**config.mk**
```make
export PLATFORM = sky130hd
export DESIGN_NAME = gpib_bus_ctrl
export DESIGN_NICKNAME = d
export VERILOG_FILES = /design/src/src_handshake.v /design/src/acc_handshake.v /design/src/gpib_bus_ctrl.v
export VERILOG_INCLUDE_DIRS = /design/src
export SDC_FILE = /design/constraint.sdc
export NUM_CORES = 1
export LEC_CHECK = 0
export BUFFER_PORTS_ARGS = -buffer_cell sky130_fd_sc_hd__buf_4
export CORE_UTILIZATION = 36
export CTS_BUF_LIST = sky130_fd_sc_hd__clkbuf_4 sky130_fd_sc_hd__clkbuf_8
export DETAILED_ROUTE_END_ITERATION = 8
export GPL_ROUTABILITY_DRIVEN = 0
export MAX_ROUTING_LAYER = met4
export PLACE_DENSITY = 0.59
export SYNTH_ARGS = -nofsm -noshare
export SYNTH_HDL_FRONTEND = slang
export SYNTH_SLANG_ARGS = --single-unit
```
**constraint.sdc**
```tcl
create_clock -name clk -period 3.05 [get_ports clk]
set_input_delay 0.1525 -clock clk [delete_from_list [all_inputs] [get_ports clk]]
set_output_delay 0.1525 -clock clk [all_outputs]
set_load 0.005 [all_outputs]
```
**src/gpib_map.vh**
```
// gpib_map.vh: constants for the ieee-488 bus handshake block
// assumes a 100 MHz clock
`ifndef GPIB_MAP_VH
`define GPIB_MAP_VH
// =============================================================
// timing
`define IFC_MIN_US         100
`define IFC_CYCLES         ((`IFC_MIN_US * 1000 + 10 - 1) / 10)
`define SETTLE_CYCLES      4'h2
// =============================================================
// source handshake states
`define SH_IDLE            3'h0
`define SH_SETTLE          3'h1
`define SH_WAIT_RFD        3'h2
`define SH_DAV             3'h3
`define SH_WAIT_DAC        3'h4
// =============================================================
// acceptor handshake states
`define AH_IDLE            2'h0
`define AH_READY           2'h1
`define AH_TAKEN           2'h2
`define AH_WAIT_END        2'h3
// =============================================================
// controller states
`define CT_IDLE            2'h0
`define CT_ACTIVE          2'h1
`define CT_STANDBY         2'h2
`endif

```
**src/src_handshake.v**
```verilog
// src_handshake.v: three-wire source handshake for one byte at a time
// assumes true-high bus levels from the caller
`include "gpib_map.vh"
module src_handshake (
    input  wire       clk,
    input  wire       rst,
    input  wire       ce,
    input  wire       enable,
    input  wire       start,
    input  wire       nrfd_true,
    input  wire       ndac_true,
    output reg        dav_true,
    output wire       busy,
    output reg        done
);
    reg [2:0] state_q;
    reg [3:0] settle_q;

    assign busy = (state_q != `SH_IDLE);

    // =============================================================
    // source sequence
    always @(posedge clk or posedge rst) begin
        if (rst) begin
            state_q  <= `SH_IDLE;
            settle_q <= 4'h0;
            dav_true <= 1'b0;
            done     <= 1'b0;
        end else if (ce) begin
            done <= 1'b0;
            if (!enable) begin
                state_q  <= `SH_IDLE;
                dav_true <= 1'b0;
            end else begin
                case (state_q)
                    `SH_IDLE: begin
                        if (start) begin
                            state_q  <= `SH_SETTLE;
                            settle_q <= 4'h0;
                        end
                    end
                    `SH_SETTLE: begin
                        // data lines settle before dav may rise
                        settle_q <= settle_q + 4'h1;
                        if (settle_q == `SETTLE_CYCLES)
                            state_q <= `SH_WAIT_RFD;
                    end
                    `SH_WAIT_RFD: begin
                        if (!nrfd_true) begin
                            dav_true <= 1'b1;
                            state_q  <= `SH_DAV;
                        end
                    end
                    `SH_DAV: begin
                        state_q <= `SH_WAIT_DAC;
                    end
                    `SH_WAIT_DAC: begin
                        if (!ndac_true) begin
                            dav_true <= 1'b0;
                            done     <= 1'b1;
                            state_q  <= `SH_IDLE;
                        end
                    end
                    default: state_q <= `SH_IDLE;
                endcase
            end
        end
    end
endmodule // src_handshake

```
**src/acc_handshake.v**
```verilog
// acc_handshake.v: acceptor handshake, drives nrfd and ndac
// assumes true-high bus levels from the caller
`include "gpib_map.vh"
module acc_handshake (
    input  wire       clk,
    input  wire       rst,
    input  wire       ce,
    input  wire       enable,
    input  wire       can_take,
    input  wire       dav_true,
    input  wire [7:0] dio_true,
    input  wire       atn_true,
    input  wire       eoi_true,
    output reg        nrfd_true,
    output reg        ndac_true,
    output reg  [7:0] byte_q,
    output reg        byte_is_cmd,
    output reg        byte_end,
    output reg        byte_stb
);
    reg [1:0] state_q;

    // =============================================================
    // acceptor sequence
    always @(posedge clk or posedge rst) begin
        if (rst) begin
            state_q     <= `AH_IDLE;
            nrfd_true   <= 1'b0;
            ndac_true   <= 1'b0;
            byte_q      <= 8'h00;
            byte_is_cmd <= 1'b0;
            byte_end    <= 1'b0;
            byte_stb    <= 1'b0;
        end else if (ce) begin
            byte_stb <= 1'b0;
            if (!enable) begin
                state_q   <= `AH_IDLE;
                nrfd_true <= 1'b0;
                ndac_true <= 1'b0;
            end else begin
                case (state_q)
                    `AH_IDLE: begin
                        ndac_true <= 1'b1;
                        nrfd_true <= !can_take;
                        if (can_take && !dav_true)
                            state_q <= `AH_READY;
                    end
                    `AH_READY: begin
                        nrfd_true <= 1'b0;
                        ndac_true <= 1'b1;
                        if (dav_true) begin
                            nrfd_true   <= 1'b1;
                            byte_q      <= dio_true;
                            byte_is_cmd <= atn_true;
                            byte_end    <= eoi_true && !atn_true;
                            byte_stb    <= 1'b1;
                            state_q     <= `AH_TAKEN;
                        end
                    end
                    `AH_TAKEN: begin
                        ndac_true <= 1'b0;
                        state_q   <= `AH_WAIT_END;
                    end
                    `AH_WAIT_END: begin
                        if (!dav_true) begin
                            ndac_true <= 1'b1;
                            state_q   <= `AH_IDLE;
                        end
                    end
                    default: state_q <= `AH_IDLE;
                endcase
            end
        end
    end
endmodule // acc_handshake

```
**src/gpib_bus_ctrl.v**
```verilog
// gpib_bus_ctrl.v: ieee-488 talker, listener and controller bus side
// assumes inputs synchronous to clk; open-drain pin triples
`include "gpib_map.vh"
// Contract
// - pio or dma both move bytes
// - byte under atn is command
// - one talker, many listeners
// - talker sources, listeners accept bytes
// - cic active with atn, else standby
// - only sys controller drives ifc, ren
// - bus lines are negative logic
// - eight data, three handshake, five management
// - nrfd released under atn by all; here a device holding an unread byte keeps nrfd true
// - nrfd true if any listener unready
// - dav driven by controller or talker
// - ndac released once byte taken
// - cic holds atn sending commands
// - system controller holds ifc 100 us
// - ren false returns device to local
// - srq raised apart from handshake
// - eoi marks last talker byte
// - atn with eoi starts parallel poll
// - all four roles supported
// - only system controller takes charge itself
// - dma request output is active high
module gpib_bus_ctrl #(
    parameter IFC_CYCLES = `IFC_CYCLES
) (
    input  wire       clk,
    input  wire       rst,
    input  wire       ce,
    input  wire       module_init_in,
    // host byte port
    input  wire [7:0] command_data_out_reg,
    input  wire       out_wr,
    input  wire       out_last,
    output wire       out_ready,
    output reg  [7:0] data_in_reg_q,
    output reg        in_valid_q,
    output reg        in_is_cmd_q,
    output reg        in_end_q,
    input  wire       in_rd,
    // dma
    input  wire       dma_mode,
    output wire       dma_request_out,
    input  wire       dma_grant_in_n,
    // role control
    input  wire       listen_en,
    input  wire       talk_en,
    input  wire       sys_ctrl_en,
    input  wire       take_control,
    input  wire       go_standby,
    input  wire       pass_control,
    input  wire       send_ifc,
    input  wire       ren_set,
    input  wire       rsv,
    input  wire       par_poll,
    input  wire       pp_resp_en,
    input  wire [7:0] pp_resp,
    output reg        remote_q,
    output wire       cic,
    output wire       active_ctrl,
    output wire       ifc_busy,
    output wire       ifc_seen,
    output wire       srq_seen,
    // bus pins, low is true; oe_n low drives
    input  wire [7:0] dio_i,
    output wire [7:0] dio_o,
    output wire [7:0] dio_oe_n,
    input  wire       dav_i,
    output wire       dav_o,
    output wire       dav_oe_n,
    input  wire       nrfd_i,
    output wire       nrfd_o,
    output wire       nrfd_oe_n,
    input  wire       ndac_i,
    output wire       ndac_o,
    output wire       ndac_oe_n,
    input  wire       atn_i,
    output wire       atn_o,
    output wire       atn_oe_n,
    input  wire       ifc_i,
    output wire       ifc_o,
    output wire       ifc_oe_n,
    input  wire       ren_i,
    output wire       ren_o,
    output wire       ren_oe_n,
    input  wire       srq_i,
    output wire       srq_o,
    output wire       srq_oe_n,
    input  wire       eoi_i,
    output wire       eoi_o,
    output wire       eoi_oe_n
);
    // =============================================================
    // line polarity
    wire       srst = module_init_in;
    wire [7:0] dio_t  = ~dio_i;
    wire       dav_t  = ~dav_i;
    wire       nrfd_t = ~nrfd_i;
    wire       ndac_t = ~ndac_i;
    wire       atn_t  = ~atn_i;
    wire       ifc_t  = ~ifc_i;
    wire       ren_t  = ~ren_i;
    wire       srq_t  = ~srq_i;
    wire       eoi_t  = ~eoi_i;

    reg  [1:0] ctl_q;
    reg [15:0] ifc_cnt_q;
    reg        ifc_drv_q;
    reg        ren_drv_q;
    reg  [7:0] out_q;
    reg        out_full_q;
    reg        out_end_q;
    reg        out_cmd_q;
    reg        pp_q;

    assign cic         = (ctl_q != `CT_IDLE);
    assign active_ctrl = (ctl_q == `CT_ACTIVE);
    assign ifc_busy    = ifc_drv_q;
    assign ifc_seen    = ifc_t;
    assign srq_seen    = srq_t;

    // =============================================================
    // roles: talker sources only when not under atn
    wire talker   = talk_en && !active_ctrl && !atn_t;
    wire src_en   = (talker || active_ctrl) && !pp_q;
    wire lstn_all = atn_t && !active_ctrl;
    wire acc_en   = (listen_en && !atn_t) || lstn_all;

    wire src_dav;
    wire src_busy;
    wire src_done;
    wire acc_nrfd;
    wire acc_ndac;
    wire [7:0] acc_byte;
    wire acc_cmd;
    wire acc_end;
    wire acc_stb;
    wire src_start = out_full_q && !src_busy && (out_cmd_q == active_ctrl);

    src_handshake u_src (
        .clk       (clk),
        .rst       (rst),
        .ce        (ce),
        .enable    (src_en),
        .start     (src_start),
        .nrfd_true (nrfd_t),
        .ndac_true (ndac_t),
        .dav_true  (src_dav),
        .busy      (src_busy),
        .done      (src_done)
    );

    acc_handshake u_acc (
        .clk         (clk),
        .rst         (rst),
        .ce          (ce),
        .enable      (acc_en && !srst),
        .can_take    (!in_valid_q),
        .dav_true    (dav_t),
        .dio_true    (dio_t),
        .atn_true    (atn_t),
        .eoi_true    (eoi_t),
        .nrfd_true   (acc_nrfd),
        .ndac_true   (acc_ndac),
        .byte_q      (acc_byte),
        .byte_is_cmd (acc_cmd),
        .byte_end    (acc_end),
        .byte_stb    (acc_stb)
    );

    // =============================================================
    // byte registers, pio and dma share them
    wire dma_wr   = dma_mode && !dma_grant_in_n && !out_full_q && talk_en;
    wire dma_rd   = dma_mode && !dma_grant_in_n && in_valid_q && !talk_en;
    assign out_ready       = !out_full_q;
    assign dma_request_out = dma_mode && (talk_en ? !out_full_q : in_valid_q);

    always @(posedge clk or posedge rst) begin
        if (rst) begin
            out_q         <= 8'h00;
            out_full_q    <= 1'b0;
            out_end_q     <= 1'b0;
            out_cmd_q     <= 1'b0;
            data_in_reg_q <= 8'h00;
            in_valid_q    <= 1'b0;
            in_is_cmd_q   <= 1'b0;
            in_end_q      <= 1'b0;
        end else if (ce) begin
            if (srst || ifc_t) begin
                out_full_q <= 1'b0;
                in_valid_q <= 1'b0;
            end else begin
                if ((out_wr || dma_wr) && !out_full_q) begin
                    out_q      <= command_data_out_reg;
                    out_full_q <= 1'b1;
                    out_end_q  <= out_last;
                    out_cmd_q  <= active_ctrl;
                end else if (src_done) begin
                    out_full_q <= 1'b0;
                end
                if (acc_stb) begin
                    data_in_reg_q <= acc_byte;
                    in_is_cmd_q   <= acc_cmd;
                    in_end_q      <= acc_end;
                    in_valid_q    <= 1'b1;
                end else if (in_rd || dma_rd) begin
                    in_valid_q <= 1'b0;
                end
            end
        end
    end

    // =============================================================
    // controller states and system controller duties
    always @(posedge clk or posedge rst) begin
        if (rst) begin
            ctl_q     <= `CT_IDLE;
            ifc_cnt_q <= 16'h0000;
            ifc_drv_q <= 1'b0;
            ren_drv_q <= 1'b0;
            remote_q  <= 1'b0;
            pp_q      <= 1'b0;
        end else if (ce) begin
            if (srst) begin
                ctl_q     <= `CT_IDLE;
                ifc_drv_q <= 1'b0;
                ren_drv_q <= 1'b0;
                remote_q  <= 1'b0;
                pp_q      <= 1'b0;
            end else begin
                ren_drv_q <= sys_ctrl_en && ren_set;
                if (!ren_t)
                    remote_q <= 1'b0;
                else if (ren_t && listen_en && atn_t)
                    remote_q <= 1'b1;
                if (sys_ctrl_en && send_ifc && !ifc_drv_q) begin
                    ifc_drv_q <= 1'b1;
                    ifc_cnt_q <= 16'h0000;
                end else if (ifc_drv_q) begin
                    ifc_cnt_q <= ifc_cnt_q + 16'h0001;
                    if (ifc_cnt_q == IFC_CYCLES[15:0] - 16'h0001)
                        ifc_drv_q <= 1'b0;
                end
                pp_q <= active_ctrl && par_poll && !src_busy;
                case (ctl_q)
                    `CT_IDLE: begin
                        if (ifc_drv_q || (sys_ctrl_en && take_control))
                            ctl_q <= `CT_ACTIVE;
                    end
                    `CT_ACTIVE: begin
                        if (pass_control && !src_busy)
                            ctl_q <= `CT_IDLE;
                        else if (go_standby && !src_busy)
                            ctl_q <= `CT_STANDBY;
                    end
                    `CT_STANDBY: begin
                        if (pass_control)
                            ctl_q <= `CT_IDLE;
                        else if (take_control)
                            ctl_q <= `CT_ACTIVE;
                    end
                    default: ctl_q <= `CT_IDLE;
                endcase
                if (ifc_t && !ifc_drv_q)
                    ctl_q <= `CT_IDLE;
            end
        end
    end

    // =============================================================
    // pin drive, open-drain: o is always low, oe_n low pulls true
    wire       pp_answer = lstn_all && eoi_t && pp_resp_en;
    wire [7:0] dio_drive = (src_en && src_busy) ? out_q :
                           (pp_answer ? pp_resp : 8'h00);
    assign dio_o     = 8'h00;
    assign dio_oe_n  = ~dio_drive;
    assign dav_o     = 1'b0;
    assign dav_oe_n  = ~src_dav;
    assign nrfd_o    = 1'b0;
    assign nrfd_oe_n = ~acc_nrfd;
    assign ndac_o    = 1'b0;
    assign ndac_oe_n = ~acc_ndac;
    assign atn_o     = 1'b0;
    assign atn_oe_n  = ~(active_ctrl);
    assign ifc_o     = 1'b0;
    assign ifc_oe_n  = ~(ifc_drv_q && sys_ctrl_en);
    assign ren_o     = 1'b0;
    assign ren_oe_n  = ~ren_drv_q;
    assign srq_o     = 1'b0;
    assign srq_oe_n  = ~(rsv && !cic);
    assign eoi_o     = 1'b0;
    assign eoi_oe_n  = ~((talker && src_busy && out_end_q) || pp_q);
endmodule // gpib_bus_ctrl

```
==> impl_results.md <==
- Status: completed
- DRC: 0
- Vias per inst: 5.16
- Crit path DAT: 2410 ps
- Final nets: between 500 and 600
- Share of layout cells above drive strength 1: between 20 and 30%
- Crit start category: flip-flop
- Post-Syn Area: around 3800 um^2
- Setup CP Type: reg -> out
- VDD IR-drop max: 0.000334 V
- Synth Area in Compound Gates: 15.6%
- Setup bufs post-CTS: 0
- Number of H-tree levels: 3
- Setup Total Neg Slack: 0 ps
- Antenna viol nets, final: 0
- PD cells: 545 nW/um^2
- Die Y: 105 um
- Post-synthesis cell type count: 64
- Final Cycle Share: 84.0%
- DPL Wire Length: 6310 um
- WL/cell: ~15 um
- PortBufs: 86
- Largest net degree at the start of global routing: 38
- Top FF cell, synth: dfrtp_1
- Yosys reg bits: 68
- Sequential element share of the synthesized area: 44.9%
- Post-synth EDFFs: 0
- Starting Density: 36.9%
- Slew @ Worst Pin: 847 ps
- Leakage: 0.00220 uW
- Worst path required time: 2900 ps
- Routed via count: 3138
- Clock-pin slew on the worst setup and hold paths: 80 ps
- Mux cell area share after synthesis: 7.66%
- Async set or reset register ratio after synthesis: 100%
- IO Pins: 103
- GRT Total Usage: 17.7%
- Total die area: between 10000 and 15000 um^2
- Die X: approximately 100 um
- Initial DRC count: 170
- # rows: 37
- Clk_lat worst skew: approximately 340 ps
- First-pass GRT wire length: 15000 um
- Commonest non-fill, non-tap cell in the layout: buf_4
- Final Slew Violations: 0
- Post-Synth Adder-Cell Area: approximately 2.6%
- Post-synth top area share: 44.9%
- Setup Skew: 9.80 ps
- TritonCTS clock tree: yes
- Crit path max fanout: 9
- Clock Sinks: 68
- CTS max path bufs: 2
- Highest clock rate: 390 MHz
- Drt first pass iters: 4
- Final setup violation count: 0
- Post-Syn Area per Cell: between 10 and 15 um^2
- Placeable Area: 10300 um^2
- Vias in the first global route: about 3100
- RSZ-0062 raised after global routing: no
- Area grow syn2layout: 25.5%
- CTS Root Cell: clkbuf_8
- Cells after synthesis: roughly 380
- Crit path capture type: output port
- Final Hold Violating Endpoints: 0
- Hold crit path type: in -> reg
- YS warnings: 0
- Total power: about 2600 uW
- Fin crit period: 2560 ps
- Simple-gate share of the synthesized area: about a fifth
- Final WL: 8930 um
- Gr ovfl total: 0
- Antenna violations before repair: 0
- CTS Buf Count: 9
- Slew headroom: 43.4%
- Maxcap violations: 0
- Post-synth top area cell: dfrtp_1
- Synth Area in XOR/XNOR: 1.39%
- Combinational family with the most area after synthesis: simple AND/OR/NAND/NOR gates
- N_diodes: 0
- R2r setup slk: 1080 ps
- Largest cells by area after synthesis: dfrtp_1 (45%), mux2_2 (5.9%), buf_4 (4.0%), nand2_1 (3.9%), ha_1 (2.6%)
- Commonest non-fill, non-tap cells in the layout: buf_4 (88), dfrtp_1 (68), nand2_1 (39)
-- power by group --
group	leakage, uW	switching (uW)	internal, uW
combinational	0.00120	311	319
clock	0.0000983	351	398
sequential	0.000905	131	1080
total	0.00220	793	1800
-- critical path: stages, from the launching register on --
cell	delay, ps
dfrtp_1	430
nand2b_1	330
inv_2	220
o21ai_1	220
nor2_1	540
a22oi_1	150
buf_4	180
-- registers in the layout (all words and copies together) (netlist names), 2 cells and up --
signal	flops
ifc_cnt_q	16
data_in_reg_q	8
out_q	8
u_acc.byte_q	8
u_src.settle_q	4
u_src.state_q	3
ctl_q	2
u_acc.state_q	2
-- stage by stage --
| stage | instances | cell area, um^2 | hold WS, ps | utilization, % | worst slack, ps |
|---|---|---|---|---|---|
| 5_1_grt | 608 | 4750 | 11.8 | 46.2 | 299 |
| 3_5_place_dp | 584 | 4470 | 318 | 43.5 | 892 |
| 6_report | 608 | 4750 | 26.7 | 46.2 | 487 |
| 2_1_floorplan | 393 | 3840 | 264 | - | 1190 |
| 4_1_cts | 608 | 4750 | 0.851 | 46.2 | 476 |
| 3_3_place_gp | 584 | 4470 | 310 | 43.5 | 951 |
-- cells in the mapped netlist (3+ instances only) --
cell type,instances
dfrtp_1,68
nand2_1,39
buf_4,20
mux2_2,20
o21ai_0,20
inv_1,19
a21oi_1,16
nor2_1,16
nand3_1,11
o31ai_1,11
nor3_1,9
or4_1,9
a22oi_1,8
ha_1,8
clkbuf_1,7
buf_2,5
mux2i_1,5
nand2b_1,5
nor2b_1,5
nor3b_1,5
nand4_1,4
a21boi_0,3
a32o_1,3
and3_1,3
o21a_1,3
o22ai_1,3
xnor2_1,3
xor2_1,3
-- kinds of logic after synthesis --
family	Yosys count
AO/OA/AOI/OAI	86
XOR/XNOR	6
adder cells (fa/ha/maj)	8
buffers and inverters	54
flip-flops	68
multiplexers	26
other	1
AND/OR/NAND/NOR	129
-- per-layer routing --
metal	up-vias	GRT usage (%)	part of all wire, %
li1	1509	-	-
met1	1512	22.9	46
met2	100	27.1	46
met3	17	4.55	5.6
met4	0	6.14	2.0
met5	-	-	0
-- worst paths after layout --
path / startpoint / to / cells past startpoint
min in group asynchronous: rst / u_acc.byte_q[6]$_DFFE_PP0P_ / 3
max in group asynchronous: rst / out_q[2]$_DFFE_PP0P_ / 4
setup / recovery: ctl_q[1]$_DFFE_PP0P_ / dio_oe_n[6] / 6
setup reg to reg: ifc_busy$_DFFE_PP0P_ / ifc_cnt_q[13]$_DFFE_PP0P_ / 4
hold reg to reg: u_acc.byte_q[3]$_DFFE_PP0P_ / u_acc.byte_q[3]$_DFFE_PP0P_ / 2
hold / removal: dio_i[5] / u_acc.byte_q[5]$_DFFE_PP0P_ / 2
-- cell type report --
type / instances / area (um^2)
clock buffers: 10 / 138
well taps: 136 / 170
fillers: 991 / 5530
multi-input cells: 271 / 1840
repair buffers: 97 / 761
clock inverters: 6 / 63.8
inverters: 20 / 75.1
flip-flops and latches: 68 / 1700
-- repair_timing --
action                                 4_1_cts  5_1_grt
hold buffers                                 8        0
setup endpoints to repair                    0        0
gates resized for setup                      0        0
endpoints found under the hold margin       38        0
No activity file was read; power rests on OpenSTA's default activity.
